--- config.mk ---
export PLATFORM = sky130hd
export DESIGN_NAME = eofm_top
export DESIGN_NICKNAME = d
export VERILOG_FILES = /design/src/core/eofm_pkg.sv /design/src/core/eofm_quad.sv /design/src/core/eofm_top.sv
export SDC_FILE = /design/constraint.sdc
export NUM_CORES = 1
export LEC_CHECK = 0
export ABC_AREA = 1
export CORE_UTILIZATION = 45
export CTS_CLUSTER_SIZE = 20
export DETAILED_ROUTE_END_ITERATION = 8
export DONT_BUFFER_PORTS = 1
export PLACE_DENSITY_LB_ADDON = 0.05
export RECOVER_POWER = 25
export SLEW_MARGIN = 15
export SYNTH_ARGS = -nofsm -noshare
export SYNTH_HDL_FRONTEND = slang
export SYNTH_SLANG_ARGS = --single-unit
--- constraint.sdc ---
create_clock -name mclk -period 11.01 [get_ports mclk]
set_input_delay 1.6515 -clock mclk [delete_from_list [all_inputs] [get_ports mclk]]
set_output_delay 1.6515 -clock mclk [all_outputs]
set_load 0.005 [all_outputs]
--- src/core/eofm_pkg.sv ---
// Constants shared by the encoder option fault monitor.
// Assumes a single 125 MHz clock domain and an APB register port.
`default_nettype none

package eofm_pkg;

    // ==========================================================
    // Timing
    localparam int CLK_PERIOD_NS  = 8;
    localparam int LOSS_FILT_NS   = 10000;
    // Least time, so round up
    localparam int LOSS_FILT_CYC  =
        (LOSS_FILT_NS + CLK_PERIOD_NS - 1) / CLK_PERIOD_NS;
    localparam int SPEED_WIN_NS   = 1000000;
    localparam int SPEED_WIN_CYC  = SPEED_WIN_NS / CLK_PERIOD_NS;

    // ==========================================================
    // Register byte offsets
    localparam logic [7:0] ADDR_CTRL      = 8'h00;
    localparam logic [7:0] ADDR_STATUS    = 8'h04;
    localparam logic [7:0] ADDR_MAXFREQ   = 8'h08;
    localparam logic [7:0] ADDR_OSLEVEL   = 8'h0C;
    localparam logic [7:0] ADDR_POSREF    = 8'h10;
    localparam logic [7:0] ADDR_FWDLIM    = 8'h14;
    localparam logic [7:0] ADDR_REVLIM    = 8'h18;
    localparam logic [7:0] ADDR_POSITION  = 8'h1C;
    localparam logic [7:0] ADDR_SPEED     = 8'h20;
    localparam logic [7:0] ADDR_IRQ_STAT  = 8'h24;
    localparam logic [7:0] ADDR_IRQ_CLR   = 8'h28;
    localparam logic [7:0] ADDR_IRQ_EN    = 8'h2C;

    // ==========================================================
    // Field positions
    localparam int CTRL_POS_EN    = 0;
    localparam int CTRL_ABS_EN    = 1;
    localparam int CTRL_TRIP_RST  = 2;
    localparam int STAT_TRIP      = 0;
    localparam int STAT_PORT      = 1;
    localparam int STAT_CODE_LSB  = 8;
    // Cause bits in the fault and interrupt vectors
    localparam int CAUSE_LOSS     = 0;
    localparam int CAUSE_OVSPD    = 1;
    localparam int CAUSE_POSERR   = 2;
    localparam int CAUSE_RANGE    = 3;
    localparam int CAUSE_CONN     = 4;
    localparam int NUM_CAUSE      = 5;

    // ==========================================================
    // Reset values
    localparam logic [1:0]  CTRL_RST      = 2'h0;
    localparam logic [15:0] MAXFREQ_RST   = 16'hFFFF;
    localparam logic [7:0]  OSLEVEL_RST   = 8'h6E;
    localparam logic [31:0] FWDLIM_RST    = 32'h7FFFFFFF;
    localparam logic [31:0] REVLIM_RST    = 32'h80000000;

    // ==========================================================
    // Trip codes, decimal 60s and 70s
    localparam logic [7:0] CODE_BASE_FIRST  = 8'h3C;
    localparam logic [7:0] CODE_BASE_SECOND = 8'h46;
    localparam logic [7:0] IDX_LOSS   = 8'h00;
    localparam logic [7:0] IDX_OVSPD  = 8'h01;
    localparam logic [7:0] IDX_POSERR = 8'h02;
    localparam logic [7:0] IDX_RANGE  = 8'h03;
    localparam logic [7:0] IDX_CONN   = 8'h09;

    // ==========================================================
    // Limits and scales
    localparam logic [31:0] DEV_LIMIT   = 32'h000F4240;
    localparam logic [7:0]  PCT_SCALE   = 8'h64;

    typedef enum logic [1:0] {
        ST_MON  = 2'b01,
        ST_TRIP = 2'b10
    } eofm_state_t;

endpackage

`default_nettype wire

--- src/core/eofm_quad.sv ---
// Quadrature decoder and position counter for the A/B encoder phases.
// Assumes phase inputs already synchronous to mclk.
`default_nettype none

module eofm_quad (
    // Clock and reset
    input  wire logic        mclk,
    input  wire logic        sys_rst,
    // Encoder phases
    input  wire logic        enc_a,
    input  wire logic        enc_b,
    // Position and count strobe
    output logic [31:0]      pos_reg,
    output logic             step_reg
);
    import eofm_pkg::*;

    logic [1:0]  ab_reg;
    logic [1:0]  ab_next;
    logic [31:0] pos_next;
    logic        step_next;

    // ==========================================================
    // Decode
    always_comb begin
        ab_next   = {enc_a, enc_b};
        pos_next  = pos_reg;
        step_next = 1'b0;
        // Gray step forward: 00-10-11-01; a double jump is ignored
        unique case ({ab_reg, ab_next})
            4'h2, 4'hB, 4'hD, 4'h4: begin
                pos_next  = pos_reg + 32'h00000001;
                step_next = 1'b1;
            end
            4'h1, 4'h7, 4'hE, 4'h8: begin
                pos_next  = pos_reg - 32'h00000001;
                step_next = 1'b1;
            end
            default: begin
                pos_next  = pos_reg;
                step_next = 1'b0;
            end
        endcase
    end

    always_ff @(posedge mclk) begin
        if (sys_rst) begin
            ab_reg   <= 2'h0;
            pos_reg  <= 32'h00000000;
            step_reg <= 1'b0;
        end else begin
            ab_reg   <= ab_next;
            pos_reg  <= pos_next;
            step_reg <= step_next;
        end
    end

endmodule

`default_nettype wire

--- src/core/eofm_top.sv ---
// Encoder option board fault monitor with APB register port.
// Assumes encoder and board pins synchronous to mclk, one clock domain.
`default_nettype none

module eofm_top #(
    parameter int SPEED_WIN = eofm_pkg::SPEED_WIN_CYC
) (
    // Clock and reset
    input  wire logic        mclk,
    input  wire logic        sys_rst,
    // APB slave
    input  wire logic [7:0]  paddr,
    input  wire logic        psel,
    input  wire logic        penable,
    input  wire logic        pwrite,
    input  wire logic [31:0] pwdata,
    output logic [31:0]      prdata,
    output logic             pready,
    output logic             pslverr,
    // Encoder line-driver pairs
    input  wire logic        enc_a,
    input  wire logic        enc_a_n,
    input  wire logic        enc_b,
    input  wire logic        enc_b_n,
    // Board mounting
    input  wire logic        board_seated,
    input  wire logic        option_port_second,
    // Control core
    input  wire logic        trip_reset_req,
    output logic             drive_off,
    output logic             trip_active,
    output logic [7:0]       trip_code,
    output logic             irq
);
    import eofm_pkg::*;

    // ==========================================================
    // Position counter
    logic [31:0] pos_w;
    logic        step_w;

    eofm_quad u_quad (
        .mclk     (mclk),
        .sys_rst  (sys_rst),
        .enc_a    (enc_a),
        .enc_b    (enc_b),
        .pos_reg  (pos_w),
        .step_reg (step_w)
    );

    // ==========================================================
    // Register state
    logic [1:0]           ctrl_reg,    ctrl_next;
    logic [15:0]          max_output_frequency_reg, max_output_frequency_next;
    logic [7:0]           overspeed_detect_level_reg;
    logic [7:0]           overspeed_detect_level_next;
    logic [31:0]          posref_reg,  posref_next;
    logic [31:0]          forward_position_limit_reg;
    logic [31:0]          forward_position_limit_next;
    logic [31:0]          reverse_position_limit_reg;
    logic [31:0]          reverse_position_limit_next;
    logic [NUM_CAUSE-1:0] irq_stat_reg, irq_stat_next;
    logic [NUM_CAUSE-1:0] irq_en_reg,  irq_en_next;
    logic [31:0]          prdata_reg,  prdata_next;
    logic                 pready_reg,  pready_next;
    logic                 pslverr_reg, pslverr_next;
    logic                 irq_reg,     irq_next;
    logic                 sw_reset_reg, sw_reset_next;

    // Monitor state
    eofm_state_t          state_reg,   state_next;
    logic [7:0]           code_reg,    code_next;
    logic                 drive_off_reg, drive_off_next;
    logic                 port_reg,    port_next;
    logic [10:0]          loss_cnt_reg, loss_cnt_next;
    logic [23:0]          win_cnt_reg, win_cnt_next;
    logic [15:0]          edge_cnt_reg, edge_cnt_next;
    logic [15:0]          speed_reg,   speed_next;

    // Fault detection terms
    logic [NUM_CAUSE-1:0] fault;
    logic [32:0]          dev;
    logic [32:0]          dev_abs;
    logic [23:0]          speed_scaled;
    logic [23:0]          speed_limit;
    logic                 access;
    logic                 wr;
    logic                 mapped;

    // ==========================================================
    // Fault detection
    always_comb begin
        dev          = {pos_w[31], pos_w} - {posref_reg[31], posref_reg};
        dev_abs      = dev[32] ? (33'h000000000 - dev) : dev;
        speed_scaled = speed_reg * PCT_SCALE;
        speed_limit  = max_output_frequency_reg * overspeed_detect_level_reg;
        fault        = '0;
        // Complementary pair equal means an open wire or no line driver
        fault[CAUSE_LOSS]   = (loss_cnt_reg >= 11'(LOSS_FILT_CYC));
        fault[CAUSE_OVSPD]  = (speed_scaled > speed_limit);
        fault[CAUSE_POSERR] = ctrl_reg[CTRL_POS_EN]
                              && (dev_abs > {1'b0, DEV_LIMIT});
        fault[CAUSE_RANGE]  = ctrl_reg[CTRL_ABS_EN]
            && (($signed(pos_w) > $signed(forward_position_limit_reg))
             || ($signed(pos_w) < $signed(reverse_position_limit_reg)));
        fault[CAUSE_CONN]   = !board_seated;
    end

    // ==========================================================
    // Monitor and trip latch
    always_comb begin
        state_next     = state_reg;
        code_next      = code_reg;
        drive_off_next = drive_off_reg;
        port_next      = port_reg;
        loss_cnt_next  = loss_cnt_reg;
        win_cnt_next   = win_cnt_reg + 24'h000001;
        edge_cnt_next  = edge_cnt_reg;
        speed_next     = speed_reg;

        // Filter so a single glitch on a pair does not trip
        if ((enc_a == enc_a_n) || (enc_b == enc_b_n)) begin
            if (!fault[CAUSE_LOSS]) begin
                loss_cnt_next = loss_cnt_reg + 11'h001;
            end
        end else begin
            loss_cnt_next = 11'h000;
        end

        if (step_w && (edge_cnt_reg != 16'hFFFF)) begin
            edge_cnt_next = edge_cnt_reg + 16'h0001;
        end
        if (win_cnt_reg >= 24'(SPEED_WIN - 1)) begin
            win_cnt_next  = 24'h000000;
            speed_next    = edge_cnt_next;
            edge_cnt_next = 16'h0000;
        end

        unique case (state_reg)
            ST_MON: begin
                // Port is only tracked while idle so a code never shifts
                port_next      = option_port_second;
                drive_off_next = 1'b0;
                code_next      = 8'h00;
                if (|fault) begin
                    state_next     = ST_TRIP;
                    drive_off_next = 1'b1;
                    code_next      = option_port_second ? CODE_BASE_SECOND
                                                        : CODE_BASE_FIRST;
                    if (fault[CAUSE_CONN]) begin
                        code_next = code_next + IDX_CONN;
                    end else if (fault[CAUSE_LOSS]) begin
                        code_next = code_next + IDX_LOSS;
                    end else if (fault[CAUSE_OVSPD]) begin
                        code_next = code_next + IDX_OVSPD;
                    end else if (fault[CAUSE_POSERR]) begin
                        code_next = code_next + IDX_POSERR;
                    end else begin
                        code_next = code_next + IDX_RANGE;
                    end
                end
            end
            ST_TRIP: begin
                drive_off_next = 1'b1;
                // A fault still present trips again on the next cycle
                if (trip_reset_req || sw_reset_reg) begin
                    state_next     = ST_MON;
                    drive_off_next = 1'b0;
                    code_next      = 8'h00;
                end
            end
            default: begin
                state_next     = ST_TRIP;
                drive_off_next = 1'b1;
            end
        endcase
    end

    always_ff @(posedge mclk) begin
        if (sys_rst) begin
            state_reg     <= ST_MON;
            code_reg      <= 8'h00;
            drive_off_reg <= 1'b0;
            port_reg      <= 1'b0;
            loss_cnt_reg  <= 11'h000;
            win_cnt_reg   <= 24'h000000;
            edge_cnt_reg  <= 16'h0000;
            speed_reg     <= 16'h0000;
        end else begin
            state_reg     <= state_next;
            code_reg      <= code_next;
            drive_off_reg <= drive_off_next;
            port_reg      <= port_next;
            loss_cnt_reg  <= loss_cnt_next;
            win_cnt_reg   <= win_cnt_next;
            edge_cnt_reg  <= edge_cnt_next;
            speed_reg     <= speed_next;
        end
    end

    // ==========================================================
    // APB registers and interrupt
    always_comb begin
        access = psel && penable;
        // One wait state so read data can come from a flop
        pready_next = access && !pready_reg;
        wr          = access && pready_reg && pwrite;
        unique case (paddr)
            ADDR_CTRL, ADDR_STATUS, ADDR_MAXFREQ, ADDR_OSLEVEL,
            ADDR_POSREF, ADDR_FWDLIM, ADDR_REVLIM, ADDR_POSITION,
            ADDR_SPEED, ADDR_IRQ_STAT, ADDR_IRQ_CLR, ADDR_IRQ_EN:
                mapped = 1'b1;
            default:
                mapped = 1'b0;
        endcase
        pslverr_next = pready_next && !mapped;

        ctrl_next                   = ctrl_reg;
        max_output_frequency_next   = max_output_frequency_reg;
        overspeed_detect_level_next = overspeed_detect_level_reg;
        posref_next                 = posref_reg;
        forward_position_limit_next = forward_position_limit_reg;
        reverse_position_limit_next = reverse_position_limit_reg;
        irq_en_next                 = irq_en_reg;
        sw_reset_next               = 1'b0;
        irq_stat_next               = irq_stat_reg;

        if (wr) begin
            unique case (paddr)
                ADDR_CTRL: begin
                    ctrl_next     = pwdata[1:0];
                    sw_reset_next = pwdata[CTRL_TRIP_RST];
                end
                ADDR_MAXFREQ:  max_output_frequency_next   = pwdata[15:0];
                ADDR_OSLEVEL:  overspeed_detect_level_next = pwdata[7:0];
                ADDR_POSREF:   posref_next                 = pwdata;
                ADDR_FWDLIM:   forward_position_limit_next = pwdata;
                ADDR_REVLIM:   reverse_position_limit_next = pwdata;
                ADDR_IRQ_CLR:
                    irq_stat_next = irq_stat_reg & ~pwdata[NUM_CAUSE-1:0];
                ADDR_IRQ_EN:   irq_en_next = pwdata[NUM_CAUSE-1:0];
                default: begin
                end
            endcase
        end
        // Setting after the clear lets a same-cycle event win
        irq_stat_next = irq_stat_next | fault;
        irq_next      = |(irq_stat_next & irq_en_next);

        prdata_next = 32'h00000000;
        if (pready_next && !pwrite) begin
            unique case (paddr)
                ADDR_CTRL:     prdata_next = {30'h00000000, ctrl_reg};
                ADDR_STATUS: begin
                    prdata_next[STAT_TRIP] = (state_reg == ST_TRIP);
                    prdata_next[STAT_PORT] = port_reg;
                    prdata_next[STAT_CODE_LSB +: 8] = code_reg;
                end
                ADDR_MAXFREQ:  prdata_next = {16'h0000,
                                              max_output_frequency_reg};
                ADDR_OSLEVEL:  prdata_next = {24'h000000,
                                              overspeed_detect_level_reg};
                ADDR_POSREF:   prdata_next = posref_reg;
                ADDR_FWDLIM:   prdata_next = forward_position_limit_reg;
                ADDR_REVLIM:   prdata_next = reverse_position_limit_reg;
                ADDR_POSITION: prdata_next = pos_w;
                ADDR_SPEED:    prdata_next = {16'h0000, speed_reg};
                ADDR_IRQ_STAT: prdata_next = {27'h0000000, irq_stat_reg};
                ADDR_IRQ_EN:   prdata_next = {27'h0000000, irq_en_reg};
                default:       prdata_next = 32'h00000000;
            endcase
        end
    end

    always_ff @(posedge mclk) begin
        if (sys_rst) begin
            ctrl_reg                   <= CTRL_RST;
            max_output_frequency_reg   <= MAXFREQ_RST;
            overspeed_detect_level_reg <= OSLEVEL_RST;
            posref_reg                 <= 32'h00000000;
            forward_position_limit_reg <= FWDLIM_RST;
            reverse_position_limit_reg <= REVLIM_RST;
            irq_stat_reg               <= '0;
            irq_en_reg                 <= '0;
            prdata_reg                 <= 32'h00000000;
            pready_reg                 <= 1'b0;
            pslverr_reg                <= 1'b0;
            irq_reg                    <= 1'b0;
            sw_reset_reg               <= 1'b0;
        end else begin
            ctrl_reg                   <= ctrl_next;
            max_output_frequency_reg   <= max_output_frequency_next;
            overspeed_detect_level_reg <= overspeed_detect_level_next;
            posref_reg                 <= posref_next;
            forward_position_limit_reg <= forward_position_limit_next;
            reverse_position_limit_reg <= reverse_position_limit_next;
            irq_stat_reg               <= irq_stat_next;
            irq_en_reg                 <= irq_en_next;
            prdata_reg                 <= prdata_next;
            pready_reg                 <= pready_next;
            pslverr_reg                <= pslverr_next;
            irq_reg                    <= irq_next;
            sw_reset_reg               <= sw_reset_next;
        end
    end

    assign prdata      = prdata_reg;
    assign pready      = pready_reg;
    assign pslverr     = pslverr_reg;
    assign drive_off   = drive_off_reg;
    assign trip_active = (state_reg == ST_TRIP);
    assign trip_code   = code_reg;
    assign irq         = irq_reg;

endmodule

`default_nettype wire

## After elaboration in Yosys (flattened, before gate mapping)

Cells that the tools add are included.

- Bitwise operators: 8
- Reduce and logical (&&, ||, !) cells: 37
- Multipliers: 2
- Multiplexer cells: 27
- $add $sub $neg: 11
- Equality and inequality tests: 26
- Magnitude comparators: 6

Operators with widths:

| cell | number |
|---|---|
| 16-bit case mux with 4 select lines | 1 |
| 32-bit case mux with 2 select lines | 1 |
| 8-bit case mux with 7 select lines | 1 |
| 6-bit case mux with 9 select lines | 1 |
| 8-bit 2-to-1 mux | 6 |
| 33-bit by 20-bit greater-than comparator with 1-bit output, second input constant | 1 |
| 33-bit 2-to-1 mux | 1 |
| 1-bit by 33-bit subtractor with 33-bit output, first input constant | 1 |
| 32-bit by 32-bit subtractor with 33-bit output | 1 |
| 32-bit by 1-bit adder with 32-bit output, second input constant | 1 |
| 8-bit by 5-bit == test with 1-bit output, second input constant | 4 |
| 8-bit by 6-bit == test with 1-bit output, second input constant | 4 |
| 32-bit greater-than comparator | 1 |
| 32-bit less-than comparator | 1 |
| 32-bit by 1-bit subtractor with 32-bit output, second input constant | 1 |
| 24-bit by 1-bit adder with 24-bit output, second input constant | 1 |
| 24-bit by 17-bit greater-or-equal comparator with 1-bit output, second input constant | 1 |
| 23-bit by 24-bit greater-than comparator with 1-bit output | 1 |
| 16-bit by 8-bit multiplier with 24-bit output | 1 |
| 2-bit case mux with 11 select lines | 1 |
| 16-bit by 5-bit multiplier with 21-bit output, second input constant | 1 |
| 5-bit 2-to-1 mux | 4 |
| 16-bit by 1-bit adder with 16-bit output, second input constant | 1 |
| 7-bit by 2-bit adder with 8-bit output, second input constant | 2 |
| other kinds (39) | 78 |

- Input port bits: 52
- Register bits: 282
- Logic and storage cells: 141
- Output and inout bits: 45

## Longest topological paths before layout

- Depth in word-level cells: 11
- Gate-level depth with buffers: 43
- Depth with buffers taken out: 41

## Cells and area by module

Synthesis repeated with hierarchy kept, for this count alone.

- Cells, all modules: 3856
- Area, all modules: 25044.0 µm²

By module, submodules not included:

| module | seq. area each (µm²) | area an instance (µm²) | cells an instance | times used |
|---|---|---|---|---|
| eofm_top | 4904.7 | 21321.7 | 3180 | 1 |
| eofm_quad | 700.7 | 3722.3 | 676 | 1 |

## Worst setup path before layout

OpenSTA, ideal clock, no wires.

- Path type: reg-to-reg
- Start: register overspeed_detect_level_reg[7]
- End: register state_reg[1]
- Slack: 4.608 ns
- Stages on the path, launching flop included: 38
- Clock period less this slack: 6.402 ns
- Data arrival time: 6.287 ns
- Buffers on the path: 2
- Cell sequence: dfxtp_1 clkbuf_1 clkbuf_1 nand2_1 fa_1 fa_1 inv_1 fa_1 inv_1 fa_1 inv_1 ha_1 a21oi_1 o21ai_0 nand3_1 nand2_1 nand3_1 nand2_1 (+2 left out) nand3_1 nand2_1 nand3_1 nand2_1 a21oi_1 nor2_1 nor2_1 xor2_1 ha_1 inv_1 a21oi_1 or2_2 nand3_1 nand2_1 a21oi_1 nand3_2 a21oi_1 nor2_1

- Word-level cells in the longest chain between the ends: 5

Ends and longest elaborated chain:

| item | line | RTL |
|---|---|---|
| start: declaration | eofm_top.sv:55 | `logic [7:0] overspeed_detect_level_reg;` |
| start signal: assignment | eofm_top.sv:293 | `overspeed_detect_level_reg <= overspeed_detect_level_next;` |
| 16-bit by 8-bit multiplier with 24-bit output | eofm_top.sv:96 | `speed_limit = max_output_frequency_reg * overspeed_detect_level_reg;` |
| 23-bit by 24-bit greater-than comparator with 1-bit output | eofm_top.sv:100 | `fault[CAUSE_OVSPD] = (speed_scaled > speed_limit);` |
| 5-bit OR reduction | eofm_top.sv:145 | `if (\|fault) begin` |
| 2-bit inequality test (no line) | -- |  |
| 2-bit AND reduction (no line) | -- |  |
| end signal: assignment | eofm_top.sv:190 | `state_reg <= state_next;` |
| end: declaration | eofm_top.sv:71 | `eofm_state_t state_reg, state_next;` |

No other way between the ends.
A chain may end at the register's enable or synchronous reset.

## Worst setup path after layout

- Start: register overspeed_detect_level_reg[4]
- End: register state_reg[1]

The elaborated chain is that of the path after synthesis.

==> flow_summary.ini <==
[run_status]
status = complete, no violations

[power_and_ir_drop]
power.share.combinational_pct = 33.9
switching_component_of_the_power_w = 0.00133
power-per-cell-area_nw_per_um2 = 135
pwr-share-seq_pct = 31.6
p_leak_nw = 13.3
clockPowerShare_pct = 34.5
power.switching_fraction_pct = 38.3
ir_worst_vdd_uv = 116
cellInternalPower_w = 0.00214

[synthesis]
yosys.cell_count.top_type = nand2_1
synth_area_leaders = dfxtp_1 23%, ha_1 13%, nand2_1 12%, inv_1 10%, fa_1 8.1%
ys_types = 60
netlist.top_cell.by_area = dfxtp_1
synth.yosys.warnings = 0
synth_cells = 3502
syn_area_um2 = 23900
ys_top_cells_by_count = 770 x nand2_1, 664 x inv_1, 297 x a21oi_1
synth_edf_count = 0
postSynthAreaPerCell_um2 = 6.84
synth_top_flop_cell = dfxtp_1
asyncSetResetFlopFracSynth_pct = 0
synth_seq_cells = 280
synth_top_cell_area_share_pct = 23.4
synth_seq_area_share_pct = 23.4

[job]
maxCapViolations = 0

[routing]
wl_per_cell_um = 18.3
dr_total_vias = 22203
drt_first_pass_iters = 6
drt_first_iter_violations = 1520
wl_mm = 76.4
count_of_antenna_violating_nets_left_after_detailed_routing = 0
route.detailed.vias_per_inst = 5.33
detail_route.drc_violations = 0

[place]
dp_hpwl_mm = 60.3
portBuffers = 0
gpl.final_weighted_congestion = 0.916
post_dp_cell_area_um2 = 24500

[clock_tree]
clock_latency_ns = 0.56
cts-hold-fix-buffers = 0
cts_root_buffer = clkbuf_16
htreeDepth = 2
cts_made_buffers = 35
clkSinkCount = 280
post_cts_resized = 0
tritoncts = yes
post_cts_buffers = 0
clk_pin_slew_worst_paths_ns = 0.06
max_clock_buf_depth = 3

[worst_setup_path]
path_class = flip-flop to flip-flop
worstPathArrival_ns = 7.67
critPathSlowestCell = dfxtp_1
cp_max_fo = 18
cpMostUsedCell = nand2_1
critPathMaxStageDelay_ns = 0.82
endpoint_kind = flip-flop
worst-endpoint-required_ns = 11.49
cp-start-kind = flip-flop

[final_layout]
final_nets = 3858
syn_to_final_growth_pct = 7.51
fraction_of_layout_cells_with_a_size_suffix_above_1_pct = 4.45
fin_area_um2 = 25700

[sta]
min_period_over_period_pct = 65.3
slew-limit-headroom_pct = 3.45
clock-skew-final_ns = 0.0309
maxSlewViolCount = 0
setup-tns-final_ns = 0
hold_violations = 0
finalCriticalPeriod_ns = 7.19
rsz0062_at_grt = no
timing.final.setup_violations = 0
max_slew.worst_pin.slew_ns = 1.45
max_fclk_mhz = 139

[floorplanning]
floorplan.initialDensity_pct = 45.6
fp.coreArea_um2 = 52600
floorplan.rows = 84
chipWidth_um = 233
chipHeight_um = 233
boundaryPins = 97
die_area_um2 = 54100

[global_route]
grt_usage_pct = 28.0
grt_max_degree = 88
first_global_vias = 20812
grt-ovfl-total = 0
grt_pass1_wl_mm = 117
grt_antenna_before_repair = 1

[min_path]
hold_path.class = flip-flop to flip-flop
layout make-up:
class | instances | area [um^2]
diodes | 1 | 2.50
clock buffers | 49 | 1030
clock inverters | 10 | 155
fillers | 5368 | 26800
inverters | 687 | 2580
multi-input cells | 2440 | 15400
flip-flops and latches | 280 | 5610
well taps | 688 | 861
repair buffers | 14 | 105
per-stage QoR:
step	std cells	util, %	setup slack (ns)	hold slack, ns	power, W
6_report	4169	49.0	3.82	0.445	0.00347
4_1_cts	4168	49.0	3.84	0.450	0.00349
2_1_floorplan	3509	-	4.61	0.418	0.00201
3_3_place_gp	4109	46.7	3.99	0.432	0.00227
5_1_grt	4168	49.0	3.22	0.467	0.00371
3_5_place_dp	4109	46.7	3.87	0.436	0.00229
worst max-delay path: cells and delay by family (launching register included):
family	cells	cell delay, ns
flops	1	0.82
fa+ha+maj	6	2.69
buf+inv	4	0.22
simple gates	20	2.39
xor+xnor	1	0.14
compound gates	5	0.82
per-layer routing:
layer,wire (um),vias up,track usage [%]
met2,33700,562,45.1
met3,4580,109,3.75
li1,-,11142,-
met1,35900,10390,38.7
met4,2240,0,8.72
met5,0,-,0
cell families after synthesis:
group / synth area share, %
AND/OR/NAND/NOR: 23.8
flip-flops: 23.4
multiplexers: 0.0418
other: 0.0157
adder cells (fa/ha/maj): 21.2
buffers and inverters: 12.5
XOR/XNOR: 3.32
AO/OA/AOI/OAI: 15.7
cell usage in the layout, fill, tap and decap left out, drive strengths merged, types with 5 or more instances in the layout:
master,netlist,routed
nand2,794,794
inv,678,679
a21oi,299,299
dfxtp,280,280
nor2,267,267
ha,251,251
o21ai,211,211
nand3,155,155
fa,97,97
xor2,52,52
clkbuf,87,49
nor3,38,38
xnor2,38,38
o22ai,37,37
nand4,33,33
a221oi,27,27
o211ai,18,18
clkinv,9,15
buf,15,14
o21bai,12,12
a41oi,12,12
nand3b,10,10
nor4,10,10
a31oi,9,9
conb,1,8
o31ai,7,7
o21a,6,6
a211oi,6,6
nor3b,6,6
a21boi,5,5
power groups by stage:
stage	Sequential [W]	Clock (W)	Combinational [W]
2_1_floorplan	0.00109	0	0.000924
3_3_place_gp	0.00112	0	0.00116
3_5_place_dp	0.00112	0	0.00117
4_1_cts	0.00109	0.00122	0.00117
5_1_grt	0.00110	0.00126	0.00135
6_report	0.00110	0.00120	0.00118
path summary, 6_finish.rpt:
check | depth (start not counted) | slack, ns | endpoint | start
setup / recovery | 36 | 3.82 | state_reg[1] | overspeed_detect_level_reg[4]
hold / removal | 1 | 0.44 | win_cnt_reg[0] | win_cnt_reg[0]
setup reg to reg | 36 | 3.82 | state_reg[1] | overspeed_detect_level_reg[4]
hold reg to reg | 1 | 0.44 | win_cnt_reg[0] | win_cnt_reg[0]
Note: power is estimated with default switching activity, not from simulation.
